**src/tccs_cfg.svh**
```systemverilog
// constants of the timer channel: register offsets, field positions,
// reset values and masks.
// assumes inclusion by bare name from the package and design modules.
`ifndef TCCS_CFG_SVH
`define TCCS_CFG_SVH

// ----------------------------------------------------------------
// register offsets (byte addresses)
// ----------------------------------------------------------------
`define TCCS_OFS_CTRL 12'h000
`define TCCS_OFS_CMP 12'h004
`define TCCS_OFS_STAT 12'h008
`define TCCS_OFS_COUNT 12'h00C
`define TCCS_OFS_MASK 12'h010
`define TCCS_OFS_EXT_CTRL3 12'h034
`define TCCS_OFS_EXT_STAT3 12'h038

// ----------------------------------------------------------------
// control register fields
// ----------------------------------------------------------------
`define TCCS_BIT_DBG_HOLD_DIS 31
`define TCCS_BIT_COUNT_EN 30
`define TCCS_BIT_INT_EN 29
`define TCCS_MODE_HI 28
`define TCCS_MODE_LO 27
`define TCCS_BIT_CLEAR 26
`define TCCS_BIT_ACTIVE 25
`define TCCS_BIT_EVENT_EN 24
`define TCCS_BIT_WAKE_EN 23
`define TCCS_BIT_LATCH_EN 16
`define TCCS_PRESCALE_HI 7
`define TCCS_PRESCALE_LO 0

// ----------------------------------------------------------------
// status register fields (also mask layout)
// ----------------------------------------------------------------
`define TCCS_BIT_MATCH 0
`define TCCS_BIT_WAKE 1

// ----------------------------------------------------------------
// reset values
// ----------------------------------------------------------------
`define TCCS_RST_CTRL 32'h0000_0005
`define TCCS_RST_ZERO 32'h0000_0000
`define TCCS_RST_MASK 2'h3

`endif

```
**src/tccs_pkg.sv**
```systemverilog
// types shared by the timer channel modules.
// assumes tccs_cfg.svh is on the include path.
`include "tccs_cfg.svh"

package tccs_pkg;

  // ----------------------------------------------------------------
  // operating modes
  // ----------------------------------------------------------------
  typedef enum logic [1:0] {
    TCCS_ONE_SHOT = 2'h0,
    TCCS_PERIODIC = 2'h1,
    TCCS_TOGGLE = 2'h2,
    TCCS_CONTINUOUS = 2'h3
  } tccs_mode_t;

  typedef logic [23:0] tccs_count_t; // up counter width

endpackage : tccs_pkg

```
**src/tccs_prescaler.sv**
```systemverilog
// 8-bit prescale counter: one-cycle tick every (prescale+1) clocks.
// assumes the caller gates it with run and clears it with clear_in.
`timescale 1ns/10ps

module tccs_prescaler (
  input wire logic clk_in,
  input wire logic reset_in,
  input wire logic clear_in,
  input wire logic run_in,
  input wire logic [7:0] prescale_in,
  output logic tick_out
);

  logic [7:0] div_reg; // prescale counter

  // ----------------------------------------------------------------
  // divider; zero prescale gives a tick every running cycle
  // ----------------------------------------------------------------
  always_ff @(posedge clk_in) begin
    if (reset_in || clear_in) begin
      div_reg <= 8'h00;
      tick_out <= 1'b0;
    end else if (run_in) begin
      if (div_reg >= prescale_in) begin
        div_reg <= 8'h00;
        tick_out <= 1'b1;
      end else begin
        div_reg <= div_reg + 8'h01;
        tick_out <= 1'b0;
      end
    end else begin
      tick_out <= 1'b0; // no tick while suspended; count held
    end
  end

endmodule : tccs_prescaler

```
**src/tccs_sync.sv**
```systemverilog
// two flip-flop synchroniser for one level from outside the clock domain.
// assumes a single clock clk_in; reset clears both stages of the chain to zero.
`timescale 1ns/10ps

module tccs_sync (
  input wire logic clk_in,
  input wire logic reset_in,
  input wire logic async_in,
  output logic sync_out
);

  logic meta_reg; // first stage, read only by the second

  // ----------------------------------------------------------------
  // synchroniser chain
  // ----------------------------------------------------------------
  always_ff @(posedge clk_in) begin
    if (reset_in) begin
      meta_reg <= 1'b0;
      sync_out <= 1'b0;
    end else begin
      meta_reg <= async_in;
      sync_out <= meta_reg;
    end
  end

endmodule : tccs_sync

```
**src/tccs_timer.sv**
```systemverilog
// one general-purpose timer channel with an apb register slave.
// assumes apb master on clk_in; event, debug and unlock pins are async.
//
// Register access over APB was left to the implementer.
`timescale 1ns/10ps
`include "tccs_cfg.svh"

module tccs_timer
  import tccs_pkg::*;
(
  input wire logic clk_in,
  input wire logic reset_in,
  input wire logic psel_in,
  input wire logic penable_in,
  input wire logic pwrite_in,
  input wire logic [11:0] paddr_in,
  input wire logic [31:0] pwdata_in,
  output logic [31:0] prdata_out,
  output logic pready_out,
  output logic pslverr_out,
  input wire logic event_pin_in,
  input wire logic debug_halt_in,
  input wire logic reg_unlock_in,
  output logic toggle_out,
  output logic irq_out,
  output logic wake_out
);

  // ----------------------------------------------------------------
  // declarations
  // ----------------------------------------------------------------
  logic dbg_hold_dis_reg; // debug hold disable
  logic count_en_reg; // count enable
  logic int_en_reg; // interrupt enable
  tccs_mode_t mode_reg; // operating mode
  logic event_en_reg; // event count enable
  logic wake_en_reg; // wake enable
  logic latch_en_reg; // data latch enable
  logic [7:0] prescale_reg; // prescale field
  tccs_count_t compare_reg; // compare value
  tccs_count_t counter_reg; // internal up counter
  tccs_count_t count_value_reg; // readable count register
  logic [1:0] status_reg; // sticky match and wake flags
  logic [1:0] mask_reg; // interrupt and wake output mask
  logic [31:0] ext_ctrl3_reg; // external control, storage only
  logic [31:0] ext_stat3_reg; // external status, storage only
  logic event_sync; // synchronised event pin
  logic event_prev_reg; // event pin last cycle
  logic halt_sync; // synchronised debugger halt
  logic unlock_sync; // synchronised unlock
  logic tick; // prescaled tick
  logic advance; // counter steps this cycle
  logic running; // counter may count
  logic match_hit; // counter reaches compare on a step
  logic wr_en; // apb write access phase
  logic rd_en; // apb read access phase
  logic clear_req; // counter clear taking effect
  logic cmp_wr; // compare register written
  logic [31:0] ctrl_rd; // control register read view

  // ----------------------------------------------------------------
  // apb decode helpers
  // ----------------------------------------------------------------
  function automatic logic hit(input logic [11:0] ofs);
    hit = (paddr_in == ofs);
  endfunction : hit

  // zero-wait slave: access phase always completes in one cycle
  assign wr_en = psel_in && penable_in && pwrite_in;
  assign rd_en = psel_in && penable_in && !pwrite_in;
  // clear acts only while the counter is active
  assign clear_req = wr_en && hit(`TCCS_OFS_CTRL)
    && pwdata_in[`TCCS_BIT_CLEAR] && count_en_reg;
  assign cmp_wr = wr_en && hit(`TCCS_OFS_CMP);

  // ----------------------------------------------------------------
  // pin synchronisers
  // ----------------------------------------------------------------
  tccs_sync u_sync_event (
    .clk_in(clk_in),
    .reset_in(reset_in),
    .async_in(event_pin_in),
    .sync_out(event_sync)
  );

  tccs_sync u_sync_halt (
    .clk_in(clk_in),
    .reset_in(reset_in),
    .async_in(debug_halt_in),
    .sync_out(halt_sync)
  );

  tccs_sync u_sync_unlock (
    .clk_in(clk_in),
    .reset_in(reset_in),
    .async_in(reg_unlock_in),
    .sync_out(unlock_sync)
  );

  // ----------------------------------------------------------------
  // counting engine
  // ----------------------------------------------------------------
  // debugger halt stops the prescaler and counter steps unless hold is disabled
  assign running = count_en_reg
    && (dbg_hold_dis_reg || !halt_sync);

  tccs_prescaler u_prescaler (
    .clk_in(clk_in),
    .reset_in(reset_in),
    .clear_in(clear_req || (cmp_wr && mode_reg != TCCS_CONTINUOUS)),
    .run_in(running && !event_en_reg),
    .prescale_in(prescale_reg),
    .tick_out(tick)
  );

  // event mode counts rising pin edges instead of ticks
  always_ff @(posedge clk_in) begin
    if (reset_in) begin
      event_prev_reg <= 1'b0;
    end else begin
      event_prev_reg <= event_sync;
    end
  end

  assign advance = running && (event_en_reg
    ? (event_sync && !event_prev_reg) : tick);
  // match when the step lands on the compare value
  assign match_hit = advance
    && ((counter_reg + 24'h00_0001) == compare_reg);

  // up counter; wraps to zero on match except continuous mode
  always_ff @(posedge clk_in) begin
    if (reset_in) begin
      counter_reg <= 24'h00_0000;
    end else if (clear_req) begin
      counter_reg <= 24'h00_0000;
    end else if (cmp_wr && mode_reg != TCCS_CONTINUOUS) begin
      counter_reg <= 24'h00_0000;
    end else if (advance) begin
      if (match_hit && mode_reg != TCCS_CONTINUOUS) begin
        counter_reg <= 24'h00_0000;
      end else begin
        counter_reg <= counter_reg + 24'h00_0001;
      end
    end
  end

  // toggle output inverts on each match in toggle mode
  always_ff @(posedge clk_in) begin
    if (reset_in) begin
      toggle_out <= 1'b0;
    end else if (match_hit && mode_reg == TCCS_TOGGLE) begin
      toggle_out <= !toggle_out;
    end
  end

  // readable count register follows counter while active with latch enabled
  always_ff @(posedge clk_in) begin
    if (reset_in) begin
      count_value_reg <= 24'h00_0000;
    end else if (latch_en_reg && count_en_reg) begin
      count_value_reg <= counter_reg;
    end
  end

  // ----------------------------------------------------------------
  // control register
  // ----------------------------------------------------------------
  always_ff @(posedge clk_in) begin
    if (reset_in) begin
      dbg_hold_dis_reg <= 1'b0;
      int_en_reg <= 1'b0;
      mode_reg <= TCCS_ONE_SHOT;
      event_en_reg <= 1'b0;
      wake_en_reg <= 1'b0;
      latch_en_reg <= 1'b0;
      prescale_reg <= 8'(`TCCS_RST_CTRL); // low byte holds prescale
    end else if (wr_en && hit(`TCCS_OFS_CTRL)) begin
      if (unlock_sync) begin
        dbg_hold_dis_reg <= pwdata_in[`TCCS_BIT_DBG_HOLD_DIS];
      end
      int_en_reg <= pwdata_in[`TCCS_BIT_INT_EN];
      mode_reg <= tccs_mode_t'(pwdata_in[`TCCS_MODE_HI:`TCCS_MODE_LO]);
      event_en_reg <= pwdata_in[`TCCS_BIT_EVENT_EN];
      wake_en_reg <= pwdata_in[`TCCS_BIT_WAKE_EN];
      latch_en_reg <= pwdata_in[`TCCS_BIT_LATCH_EN];
      prescale_reg <= pwdata_in[`TCCS_PRESCALE_HI:`TCCS_PRESCALE_LO];
    end
  end

  // count enable: clear and one-shot match win over a write
  always_ff @(posedge clk_in) begin
    if (reset_in) begin
      count_en_reg <= 1'b0;
    end else if (clear_req) begin
      count_en_reg <= 1'b0;
    end else if (match_hit && mode_reg == TCCS_ONE_SHOT) begin
      count_en_reg <= 1'b0;
    end else if (wr_en && hit(`TCCS_OFS_CTRL)) begin
      count_en_reg <= pwdata_in[`TCCS_BIT_COUNT_EN];
    end
  end

  // ----------------------------------------------------------------
  // compare, mask and storage-only registers
  // ----------------------------------------------------------------
  always_ff @(posedge clk_in) begin
    if (reset_in) begin
      compare_reg <= 24'h00_0000;
      ext_ctrl3_reg <= `TCCS_RST_ZERO;
      mask_reg <= `TCCS_RST_MASK;
    end else if (wr_en) begin
      if (hit(`TCCS_OFS_CMP)) begin
        compare_reg <= pwdata_in[23:0];
      end
      if (hit(`TCCS_OFS_EXT_CTRL3)) begin
        ext_ctrl3_reg <= pwdata_in;
      end
      if (hit(`TCCS_OFS_MASK)) begin
        mask_reg <= pwdata_in[1:0];
      end
    end
  end

  // external status: write one clears, nothing sets it here
  always_ff @(posedge clk_in) begin
    if (reset_in) begin
      ext_stat3_reg <= `TCCS_RST_ZERO;
    end else if (wr_en && hit(`TCCS_OFS_EXT_STAT3)) begin
      ext_stat3_reg <= ext_stat3_reg & ~pwdata_in;
    end
  end

  // ----------------------------------------------------------------
  // sticky status; a set in the clearing cycle wins
  // ----------------------------------------------------------------
  always_ff @(posedge clk_in) begin
    if (reset_in) begin
      status_reg <= 2'b00;
    end else begin
      if (match_hit) begin
        status_reg[`TCCS_BIT_MATCH] <= 1'b1;
      end else if (wr_en && hit(`TCCS_OFS_STAT)
          && pwdata_in[`TCCS_BIT_MATCH]) begin
        status_reg[`TCCS_BIT_MATCH] <= 1'b0;
      end
      if (match_hit && wake_en_reg) begin
        status_reg[`TCCS_BIT_WAKE] <= 1'b1;
      end else if (wr_en && hit(`TCCS_OFS_STAT)
          && pwdata_in[`TCCS_BIT_WAKE]) begin
        status_reg[`TCCS_BIT_WAKE] <= 1'b0;
      end
    end
  end

  // interrupt and wake outputs, registered
  always_ff @(posedge clk_in) begin
    if (reset_in) begin
      irq_out <= 1'b0;
      wake_out <= 1'b0;
    end else begin
      irq_out <= int_en_reg
        && status_reg[`TCCS_BIT_MATCH] && mask_reg[`TCCS_BIT_MATCH];
      wake_out <= status_reg[`TCCS_BIT_WAKE]
        && mask_reg[`TCCS_BIT_WAKE];
    end
  end

  // ----------------------------------------------------------------
  // apb read mux
  // ----------------------------------------------------------------
  always_comb begin
    ctrl_rd = 32'h0000_0000; // reserved bits read zero
    ctrl_rd[`TCCS_BIT_DBG_HOLD_DIS] = dbg_hold_dis_reg;
    ctrl_rd[`TCCS_BIT_COUNT_EN] = count_en_reg;
    ctrl_rd[`TCCS_BIT_INT_EN] = int_en_reg;
    ctrl_rd[`TCCS_MODE_HI:`TCCS_MODE_LO] = mode_reg;
    ctrl_rd[`TCCS_BIT_ACTIVE] = count_en_reg;
    ctrl_rd[`TCCS_BIT_EVENT_EN] = event_en_reg;
    ctrl_rd[`TCCS_BIT_WAKE_EN] = wake_en_reg;
    ctrl_rd[`TCCS_BIT_LATCH_EN] = latch_en_reg;
    ctrl_rd[`TCCS_PRESCALE_HI:`TCCS_PRESCALE_LO] = prescale_reg;
  end

  // read data and error registered in the setup cycle
  always_ff @(posedge clk_in) begin
    if (reset_in) begin
      prdata_out <= 32'h0000_0000;
      pslverr_out <= 1'b0;
      pready_out <= 1'b0;
    end else begin
      pready_out <= psel_in && !penable_in;
      pslverr_out <= 1'b0;
      prdata_out <= 32'h0000_0000;
      if (psel_in && !penable_in) begin
        unique case (paddr_in)
          `TCCS_OFS_CTRL: prdata_out <= ctrl_rd;
          `TCCS_OFS_CMP: prdata_out <= {8'h00, compare_reg};
          `TCCS_OFS_STAT: prdata_out <= {30'h0, status_reg};
          `TCCS_OFS_COUNT: prdata_out <= {8'h00, count_value_reg};
          `TCCS_OFS_MASK: prdata_out <= {30'h0, mask_reg};
          `TCCS_OFS_EXT_CTRL3: prdata_out <= ext_ctrl3_reg;
          `TCCS_OFS_EXT_STAT3: prdata_out <= ext_stat3_reg;
          default: pslverr_out <= 1'b1; // unmapped address
        endcase
      end
    end
  end

  logic unused_rd; // read strobe kept for clarity of decode
  assign unused_rd = rd_en;

endmodule : tccs_timer

```
**config.mk**
```make
export PLATFORM = sky130hd
export DESIGN_NAME = tccs_timer
export DESIGN_NICKNAME = d
export VERILOG_FILES = /design/src/tccs_pkg.sv /design/src/tccs_prescaler.sv /design/src/tccs_sync.sv /design/src/tccs_timer.sv
export VERILOG_INCLUDE_DIRS = /design/src
export SDC_FILE = /design/constraint.sdc
export NUM_CORES = 1
export LEC_CHECK = 0
export BUFFER_PORTS_ARGS = -buffer_cell sky130_fd_sc_hd__buf_2
export CORE_ASPECT_RATIO = 2
export CORE_MARGIN = 5
export CORE_UTILIZATION = 41
export CTS_CLUSTER_DIAMETER = 200
export CTS_CLUSTER_SIZE = 30
export DETAILED_ROUTE_END_ITERATION = 12
export PLACE_DENSITY = 0.63
export RECOVER_POWER = 25
export SYNTH_ARGS = -nofsm -noshare
export SYNTH_HDL_FRONTEND = slang
export SYNTH_SLANG_ARGS = --single-unit
```
**constraint.sdc**
```tcl
create_clock -name clk_in -period 9.3 [get_ports clk_in]
set_clock_uncertainty 0.2 [all_clocks]
set_input_delay 0.465 -clock clk_in [delete_from_list [all_inputs] [get_ports clk_in]]
set_output_delay 0.465 -clock clk_in [all_outputs]
set_load 0.005 [all_outputs]
```
# Yosys cells after proc, flatten, opt, wreduce, memory -nomap -nowiden
# Index checks and enable logic that the tools add are counted.
# W data, S select, Z words.
# word_totals
reg_bits,209
input_bits,52
output_inout_bits,37
elab_cells,103
# op_classes
addsub,2
order_cmp,1
eq_ne,9
n_mux,10
n_bitwise,4
n_reduce_logical,46
# op_table
operator,count
$pmux W32 S7,1
$and A32 B32 Y32,1
$not A32 Y32,1
$logic_and A1 B1 Y1,25
$add A24 B1 Y24 const B,1
$eq A12 B4 Y1 const B,2
$eq A12 B6 Y1 const B,2
$eq A24 B24 Y1,1
$mux W24,1
$eq A12 B3 Y1 const B,1
$eq A12 B5 Y1 const B,1
$logic_not A12 Y1,1
$add A8 B1 Y8 const B,1
$ge A8 B8 Y1,1
$mux W8,1
$reduce_and A2 Y1,4
$mux W1,7
$reduce_or A7 Y1,1
$reduce_or A3 Y1,2
$logic_not A1 Y1,5
$reduce_bool A2 Y1,2
$reduce_or A2 Y1,2
$logic_or A1 B1 Y1,3
$eq A2 B2 Y1 const B,1
other kinds (3),4

# Depth between registers and ports, before layout
# Gate-level depths: netlist of the first run.
# depth
ltp_word,8
ltp_mapped,12
ltp_nobuf,11

# Cells and area by module
# A second synthesis of the first run with hierarchy kept.
# unflattened
hier_cells,1114
area_unflattened_um2,9162.5
# modules_own_cells
mod,instances,cells_each,area_each_um2,seq_area_each_um2
tccs_timer,1,1037,8354.3,3883.7
tccs_prescaler,1,65,650.6,180.2
tccs_sync,3,4,52.6,40.0

# Worst setup path before layout of the first run
# OpenSTA, ideal clock, no wires.
# synth_timing
path_type,flip-flop to flip-flop
startpoint,register counter_reg[0]
endpoint,register counter_reg[20]
setup_time_ps,122
arrival_ps,2760
t_required_ps,8978
setup_slack_ps,6219
stages_incl_launch_ff,13
n_path_buf,2
period_less_slack_ps,3081
cell_sequence,dfxtp_1 > ha_1 > clkbuf_1 > nand3_1 > nor4_4 > a41oi_1 > a211o_1 > nor4_2 > nand4_1 > o21ai_1 > buf_2 > nor2_1 > a221o_1
# synth_via
elab_chain_cells,5
# synth_rtl
element,line,text
"start, declared",tccs_timer.sv:41,tccs_count_t counter_reg;
"start signal, assigned",tccs_timer.sv:143,counter_reg <= counter_reg + 24'h00_0001;
$add A24 B1 Y24 *,"tccs_timer.sv:129, tccs_timer.sv:143",
$eq A24 B24 Y1,tccs_timer.sv:129,&& ((counter_reg + 24'h00_0001) == compare_reg);
$logic_and A1 B1 Y1,tccs_timer.sv:129,
$logic_and A1 B1 Y1,tccs_timer.sv:140,if (match_hit && mode_reg != TCCS_CONTINUOUS) begin
$mux W24 *,tccs_timer.sv:140,
# Every way passes the cells marked *; elsewhere a longest branch is shown, timed or not.
# A chain may end at the register's enable or synchronous reset.

# Worst setup path in the final report of the first run
# layout_timing
startpoint,input port reset_in
endpoint,register irq_out
# layout_lines
element,line,text
"start, declared",tccs_timer.sv:12,"input wire logic reset_in,"
"end signal, assigned",tccs_timer.sv:262,irq_out <= int_en_reg
"end, declared",tccs_timer.sv:25,"output logic irq_out,"
# No word-level cell between the ends.

==> run_results.csv, run 1 <==
group,metric,value,unit
outcome,status,"finished, violations left",
outcome,failing_checks,"capacitance limit, slew limit",
hold_path,whs_endpoint,"ext_stat3_reg[20]",
floorplanning,floorplan.die.height,220,um
global_route,antenna_found_initial,0,
layout,finalCoreUtilization,46.2,%
layout,antenna-diode-count,0,
cts,cts_buffer_depth,3,
setup_path,timing.critical_path.to_type,"flop",
layout,combined_area_of_the_multi_input_logic_cells,0.00446,sq mm
logic_synthesis,synth.ff_latch_count,209,
timing,unrepaired_setup_endpoints_after_global_routing,"false",
cts,cts_tree,"built",
floorplanning,rows,76,
cts,cts_buffers,10,
layout,fin_nets,1191,
setup_path,worstPathArrival,5.30,ns
timing,final.setup.tns,0,ns
setup_path,worst_path_most_repeated_cell,"clkbuf_1",
placement,place_hpwl,17800,um
logic_synthesis,share_of_synthesized_area_occupied_by_flip_flops_and_latches,46.4,%
layout,mostFrequentLayoutCell,"nand2_1",
setup_path,cp.required,9.46,ns
placement,portBuffers,88,
global_route,grt_use_met3,2.03,%
timing,fin_max_slew_vios,148,
placement,dp_cells,1374,
cts,worst_setup_hold_path_clk_slew,0.11,ns
drt,routedWlPerCell,18.6,um
placement,preCtsSetupSlack,5.13,ns
layout,final_cell_mix,"nand2_1 (243), dfxtp_1 (209), a21oi_1 (159), buf_2 (63), nor2_1 (54)",
cts,cts_resizes,0,
logic_synthesis,ys_types,60,
pwr,leakage_power,0.00340,uW
floorplanning,start_util,41.8,%
cts,cts_num_sinks,209,
cts,post-cts-setup-buffers,0,
setup_path,critPathLaunchType,"input port",
global_route,grt_pass1_wl,41200,um
setup_path,path_class,"input port to flop",
drt,totalWireLength,26100,um
setup_path,critical_path.slowest_cell,"clkbuf_1",
floorplanning,top_level_ports,89,
floorplanning,core_region_area,0.0216,sq mm
drt,route.detailed.vias_per_inst,5.61,
floorplanning,fp.dieW,115,um
global_route,grtUsageMet2,38.6,%
setup_path,rr_endpoint,"counter_reg[23]",
pwr,power-per-cell-area,144,mW/mm^2
placement,finalWeightedCongestion,0.893,
logic_synthesis,synth_flop_cell,"dfxtp_1",
timing,finalWorstPathRequiredPeriod,5.14,ns
timing,final_min_period_over_clock_period,55.2,%
global_route,grt.met1_usage,23.2,%
setup_path,reg2reg_slack,5.40,ns
hold_path,worstHoldStart,"pwdata_in[20]",
global_route,gr-usage-all-layers,20.4,%
layout,layout-drive-gt1-share,9.22,%
logic_synthesis,synth-edff-count,0,
logic_synthesis,synth.yosys.warnings,0,
timing,setup_ws,4.16,ns
setup_path,startpoint_of_the_lowest_slack_register_to_register_path,"counter_reg[0]",
flow_run,timing.max_cap.violations,2,
timing,final_hold_violation_count,0,
pwr,ir_worst_vdd,0.148,mV
setup_path,critPathMaxFanout,86,
placement,dpl_cell_area,0.00957,sq mm
layout,final.fill_count,2147,
global_route,grt_busiest_layer,"met2",
logic_synthesis,async_set_or_reset_register_ratio_after_synthesis,0,%
floorplanning,die_area,0.0252,sq mm
setup_path,worstPathCellList,"clkbuf_1, clkbuf_1, and4b_1",
cts,ctsHtreeMaxLevel,1,
drt,initialDrtViolationCount,479,
logic_synthesis,syn-mean-instance-area,8.33,sq um
cts,clock_root_buffer,"clkbuf_16",
drt,detail_route.first_pass.iterations,8,
logic_synthesis,synth_nets,1145,
setup_path,timing.critical_path.max_delay_family,"buffers and inverters",
drt,drc,0,
hold_path,timing.hold.worst.class,"input port to flop",
global_route,grt_max_degree,87,
setup_path,timing.critical_path.buf_inv,2,
drt,drtAntennaViolNets,0,
drt,route.vias.total,7855,
global_route,global_route.overflow_total,0,
layout,final-instance-count-excl-fill,1401,
setup_path,critical-path-max-stage-delay,2.60,ns
logic_synthesis,number_of_standard_cells_after_synthesis,1082,
layout,layout_area_growth_over_synthesis,10.6,%
timing,slew-limit-headroom,-135,%
layout,finish.instance_area,0.00997,sq mm
logic_synthesis,post_synth_instance_area,0.00901,sq mm
timing,setup_viol,0,
hold_path,timing.hold.worst_path_depth,2,
setup_path,r2r_cells,11,
layout,register_area,0.00418,sq mm
cts,worstSkewPairLatency,0.48,ns
global_route,number_of_global_route_vias_before_repair,7760,
timing,worst_pin_slew,3.52,ns
timing,fmax,0.195,GHz
==> cell families after synthesis <==
group,share of synthesized area [%]
compound gates,18.8
flops,46.4
fa+ha+maj,1.53
mux,0.333
buf+inv,4.28
simple gates,23.9
xor+xnor,4.76
==> synthesized netlist by cell type, types with 4 or more instances <==
cell type | number | area share, %
a21oi_1 | 159 | 8.8
a211o_1 | 4 | 0.39
nand4_1 | 11 | 0.76
a22oi_1 | 11 | 0.92
dfxtp_1 | 209 | 46
clkbuf_1 | 63 | 2.6
o22ai_1 | 4 | 0.28
nand3b_1 | 5 | 0.42
nand2b_1 | 41 | 2.8
a221oi_1 | 4 | 0.39
xnor2_1 | 27 | 2.6
a222oi_1 | 31 | 3.4
nor4_1 | 6 | 0.42
o2bb2a_1 | 7 | 0.78
and4_1 | 6 | 0.58
nand3_1 | 21 | 1.2
xor2_1 | 22 | 2.1
nor2_1 | 56 | 2.3
buf_2 | 14 | 0.78
and2_1 | 9 | 0.62
nor4_4 | 4 | 0.94
a21o_1 | 6 | 0.50
and3_1 | 4 | 0.28
nand2_1 | 244 | 10
o21ai_0 | 10 | 0.56
inv_1 | 18 | 0.75
ha_1 | 11 | 1.5
nor2b_1 | 8 | 0.56
nor3_1 | 13 | 0.72
o31ai_1 | 7 | 0.58
==> worst reg2reg max path, cell delays in order, from the launching register on <==
cell and delay, ns:
dfxtp_1 0.49, ha_1 0.45, nand3_1 0.19, nor4_4 0.35
a41oi_1 0.17, a211o_1 0.31, nor4_2 0.15, nand4_1 0.16
o21ai_1 0.16, buf_4 0.30, or2_0 0.62, o21ai_0 0.20
==> through the flow <==
stage | hold WS [ns] | total power (uW)
after floorplan | 0.214 | 935
after global placement | 0.217 | 959
after detailed placement | 0.225 | 960
after CTS | 0.00123 | 1450
after global routing | 0.00232 | 1490
final | 0.00728 | 1440
==> how the worst max path moves through the flow <==
stage | startpoint | end | slack, ns | cells past startpoint
4_1_cts | counter_reg[2] | counter_reg[23] | 5.39 | 10
5_1_grt | reset_in | ext_stat3_reg[10] | 3.72 | 4
3_3_place_gp | paddr_in[9] | counter_reg[22] | 5.17 | 11
2_1_floorplan | counter_reg[0] | counter_reg[20] | 6.22 | 12
3_5_place_dp | paddr_in[9] | counter_reg[23] | 5.13 | 11
6_report | reset_in | irq_out | 4.16 | 3
==> where the power goes <==
group,total (uW),switching (uW),internal [uW]
sequential,897,0.512,896
clock,494,279,215
combinational,47.4,28.8,18.5
total,1440,308,1130
==> repair_timing <==
action | 4_1_cts | 5_1_grt
hold buffers | 15 | 0
endpoints found under the hold margin | 15 | 0
setup endpoints to repair | 0 | 0
==> layer usage <==
layer,vias up,wire length (um)
li1,3823,-
met1,3739,9680
met2,249,14400
met3,44,1310
met4,0,713
met5,-,0
==> layout make-up <==
cell class | instances | share of cell area, %
Sequential cell | 209 | 42.0
Multi-Input combinational cell | 776 | 44.8
Clock buffer | 12 | 2.80
Timing Repair Buffer | 113 | 6.33
Tap cell | 273 | 3.43
Inverter | 18 | 0.678
Note: power is estimated with default switching activity, not from simulation.
==> run 2, diff against run 1 <==
--- a/config.mk
+++ b/config.mk
@@ -6,6 +6,7 @@
 export SDC_FILE = /design/constraint.sdc
 export NUM_CORES = 1
 export LEC_CHECK = 0
+export ABC_AREA = 1
 export BUFFER_PORTS_ARGS = -buffer_cell sky130_fd_sc_hd__buf_2
 export CORE_ASPECT_RATIO = 2
 export CORE_MARGIN = 5
@@ -13,7 +14,7 @@
 export CTS_CLUSTER_DIAMETER = 200
 export CTS_CLUSTER_SIZE = 30
 export DETAILED_ROUTE_END_ITERATION = 12
-export PLACE_DENSITY = 0.63
+export PLACE_DENSITY = 0.65
 export RECOVER_POWER = 25
 export SYNTH_ARGS = -nofsm -noshare
 export SYNTH_HDL_FRONTEND = slang
==> constraint.sdc (replaced) <==
create_clock -name clk_in -period 4.6 [get_ports clk_in]
set_clock_uncertainty 0.2 [all_clocks]
set_input_delay 0.23 -clock clk_in [delete_from_list [all_inputs] [get_ports clk_in]]
set_output_delay 0.23 -clock clk_in [all_outputs]
set_load 0.005 [all_outputs]
==> run 2 against run 1 <==
  * The run still ends with capacitance limit, slew limit left
  * Final cell count is 20% higher
  * Routed wire length is 12% higher
  * Worst hold slack better by 0.032 ns
  * Critical path type unchanged
  * Critical endpoint is now count_value_reg[9]
  * Highest routed layer unchanged
==> run_results.csv, run 2 <==
group,metric,value,unit
floorplanning,core_region_area,0.0227,sq mm
setup_path,timing.critical_path.buf_inv,3,
setup_path,critPathMaxFanout,109,
timing,final.setup.tns,0,ns
pwr,totalPowerFinal,2940,uW
drt,drtAntennaViolNets,0,
drt,initialDrtViolationCount,539,
global_route,grt_max_degree,110,
placement,dpl_cell_area,0.0101,sq mm
layout,finish.instance_area,0.0107,sq mm
drt,totalWireLength,29200,um
timing,slew-limit-headroom,-50.0,%
layout,fin_nets,1467,
drt,drc,0,
placement,place_hpwl,21100,um
timing,final_min_period_over_clock_period,79.5,%
flow_run,timing.max_cap.violations,2,
setup_path,worst_setup_path_endpoint,"count_value_reg[9]",
logic_synthesis,yosys-top-cells-area,"dfxtp_1 (44%), nand2_1 (9.8%), inv_1 (6.9%)",
layout,layout-drive-gt1-share,7.83,%
logic_synthesis,synthDominantCellAreaShare,44.3,%
setup_path,critPathLaunchType,"input port",
logic_synthesis,synth.ff_latch_count,209,
logic_synthesis,post_synth_instance_area,0.00944,sq mm
setup_path,timing.critical_path.max_delay_family,"buffers and inverters",
cts,ctsHtreeMaxLevel,1,
floorplanning,floorplan.die.height,225,um
setup_path,critical_path.slowest_cell,"clkbuf_1",
timing,final_hold_violation_count,0,
drt,routedWlPerCell,17.4,um
setup_path,startpoint,"reset_in",
timing,fin_max_slew_vios,147,
floorplanning,die_area,0.0263,sq mm
cts,cts_buffer_depth,3,
floorplanning,fp.dieW,117,um
drt,route.vias.total,9108,
cts,cts_tree,"built",
timing,worst_pin_slew,2.25,ns
logic_synthesis,synth_nets,1375,
layout,antenna-diode-count,0,
drt,route.detailed.vias_per_inst,5.41,
logic_synthesis,netlist_top_cells_count,"nand2_1 (247), dfxtp_1 (209), inv_1 (174), nor2_1 (141), a21oi_1 (125)",
logic_synthesis,synth.yosys.warnings,0,
setup_path,critical-path-max-stage-delay,1.58,ns
setup_path,path_class,"input port to flop",
placement,portBuffers,88,
global_route,grt_pass1_wl,45800,um
layout,mostFrequentLayoutCell,"nand2_1",
logic_synthesis,synth_area_leader_cell,"dfxtp_1",
cts,clock_root_buffer,"clkbuf_16",
timing,final.hold.worst_slack,0.0388,ns
logic_synthesis,synth_flop_cell,"dfxtp_1",
floorplanning,start_util,41.5,%
cts,cts_num_sinks,209,
floorplanning,top_level_ports,89,
setup_path,reg2reg_slack,1.64,ns
global_route,gr-usage-all-layers,22.1,%
timing,setup_viol,0,
setup_path,r2r_cells,13,
logic_synthesis,synth-edff-count,0,
cts,post-cts-setup-buffers,0,
cts,worst_setup_hold_path_clk_slew,0.11,ns
setup_path,worstPathArrival,3.82,ns
layout,layout_area_growth_over_synthesis,13.5,%
logic_synthesis,syn-mean-instance-area,7.19,sq um
floorplanning,rows,78,
hold_path,timing.hold.worst.class,"input port to flop",
setup_path,worstPathCellList,"clkbuf_1, inv_2, clkbuf_2, o21ai_0, nor2_1",
setup_path,critical_path_cell_count,5,
pwr,leakage_power,0.00430,uW
outcome,status,"finished, violations left",
setup_path,rr_endpoint,"counter_reg[1]",
placement,finalWeightedCongestion,0.956,
setup_path,cp.required,4.76,ns
outcome,failing_checks,"capacitance limit, slew limit",
logic_synthesis,share_of_synthesized_area_occupied_by_flip_flops_and_latches,44.3,%
global_route,antenna_found_initial,0,
pwr,power-per-cell-area,274,mW/mm^2
timing,fmax,0.273,GHz
logic_synthesis,async_set_or_reset_register_ratio_after_synthesis,0,%
pwr,ir_worst_vdd,0.337,mV
logic_synthesis,synth.most_common_cell,"nand2_1",
setup_path,startpoint_of_the_lowest_slack_register_to_register_path,"counter_reg[9]",
logic_synthesis,number_of_standard_cells_after_synthesis,1312,
timing,unrepaired_setup_endpoints_after_global_routing,"false",
logic_synthesis,ys_types,39,
setup_path,timing.critical_path.to_type,"flop",
cts,cts_buffers,10,
layout,final_cell_mix,"nand2_1 (247), dfxtp_1 (209), inv_1 (172), nor2_1 (140), a21oi_1 (125)",
global_route,global_route.overflow_total,0,
global_route,number_of_global_route_vias_before_repair,8902,
drt,detail_route.first_pass.iterations,5,
timing,finalWorstPathRequiredPeriod,3.66,ns
layout,final.fill_count,2329,
cts,worstSkewPairLatency,0.48,ns
run 2: worst min path at each step:
stage | from | to | slack, ns | depth (start not counted)
2_1_floorplan | penable_in | pslverr_out | 0.11 | 1
3_3_place_gp | u_sync_halt.meta_reg | u_sync_halt.sync_out | 0.19 | 2
3_5_place_dp | u_sync_event.meta_reg | u_sync_event.sync_out | 0.20 | 2
4_1_cts | paddr_in[3] | mask_reg[1] | 0.03 | 4
5_1_grt | paddr_in[3] | mask_reg[1] | 0.07 | 4
6_report | paddr_in[3] | mask_reg[1] | 0.04 | 4
run 2: where the power goes:
part	total, uW	internal (uW)	leakage, uW	switching [uW]
clock network	1010	436	0.000137	572
registers	1810	1810	0.00168	0.948
logic	120	47.1	0.00247	72.7
run 2: worst reg2reg max path, stage by stage (launching register included):
cell and delay (ns):
dfxtp_1 0.48, nand2_1 0.20, nor2_1 0.33, nand2_1 0.17
nor2_4 0.18, nand2_1 0.07, nand2_1 0.10, nand2_1 0.06
nand2_1 0.07, nand4_1 0.17, nor2_2 0.24, nand3_4 0.33
nand2_1 0.16, a21oi_1 0.08
run 2: final cells by class:
class	count	area (sq um)	share of cell area, %
multi-input cells	864	4340	40.5
repair buffers	139	882	8.23
well taps	280	350	3.27
clock buffers	12	279	2.60
flip-flops and latches	209	4180	39.1
inverters	180	676	6.31
run 2: cell families after synthesis:
kind of cell    Yosys count  synth area share [%]
compound gates          295                  18.0
xor+xnor                  7                 0.941
fa+ha+maj                11                  1.46
buf+inv                 239                  9.74
flops                   209                  44.3
simple gates            551                  25.5
run 2: repair_timing:
action,in CTS,in global routing
endpoints found under the hold margin,109,0
resized for setup,0,0
hold buffers,39,0
run 2: metrics by stage:
step           util (%)  setup WS (ns)  instances
6_report           47.1          0.941       1684
3_5_place_dp       44.3           1.44       1633
3_3_place_gp       44.3           1.45       1633
5_1_grt            47.1          0.759       1684
4_1_cts            47.3           1.51       1684
2_1_floorplan         -           2.34       1312
run 2: metal layers:
metal / GRT usage (%) / vias up / part of all wire (%)
met3: 2.15 / 113 / 4.7
li1: - / 4487 / -
met5: 0 / - / 0
met2: 40.1 / 293 / 52
met1: 23.6 / 4215 / 36
met4: 14.0 / 0 / 7.6
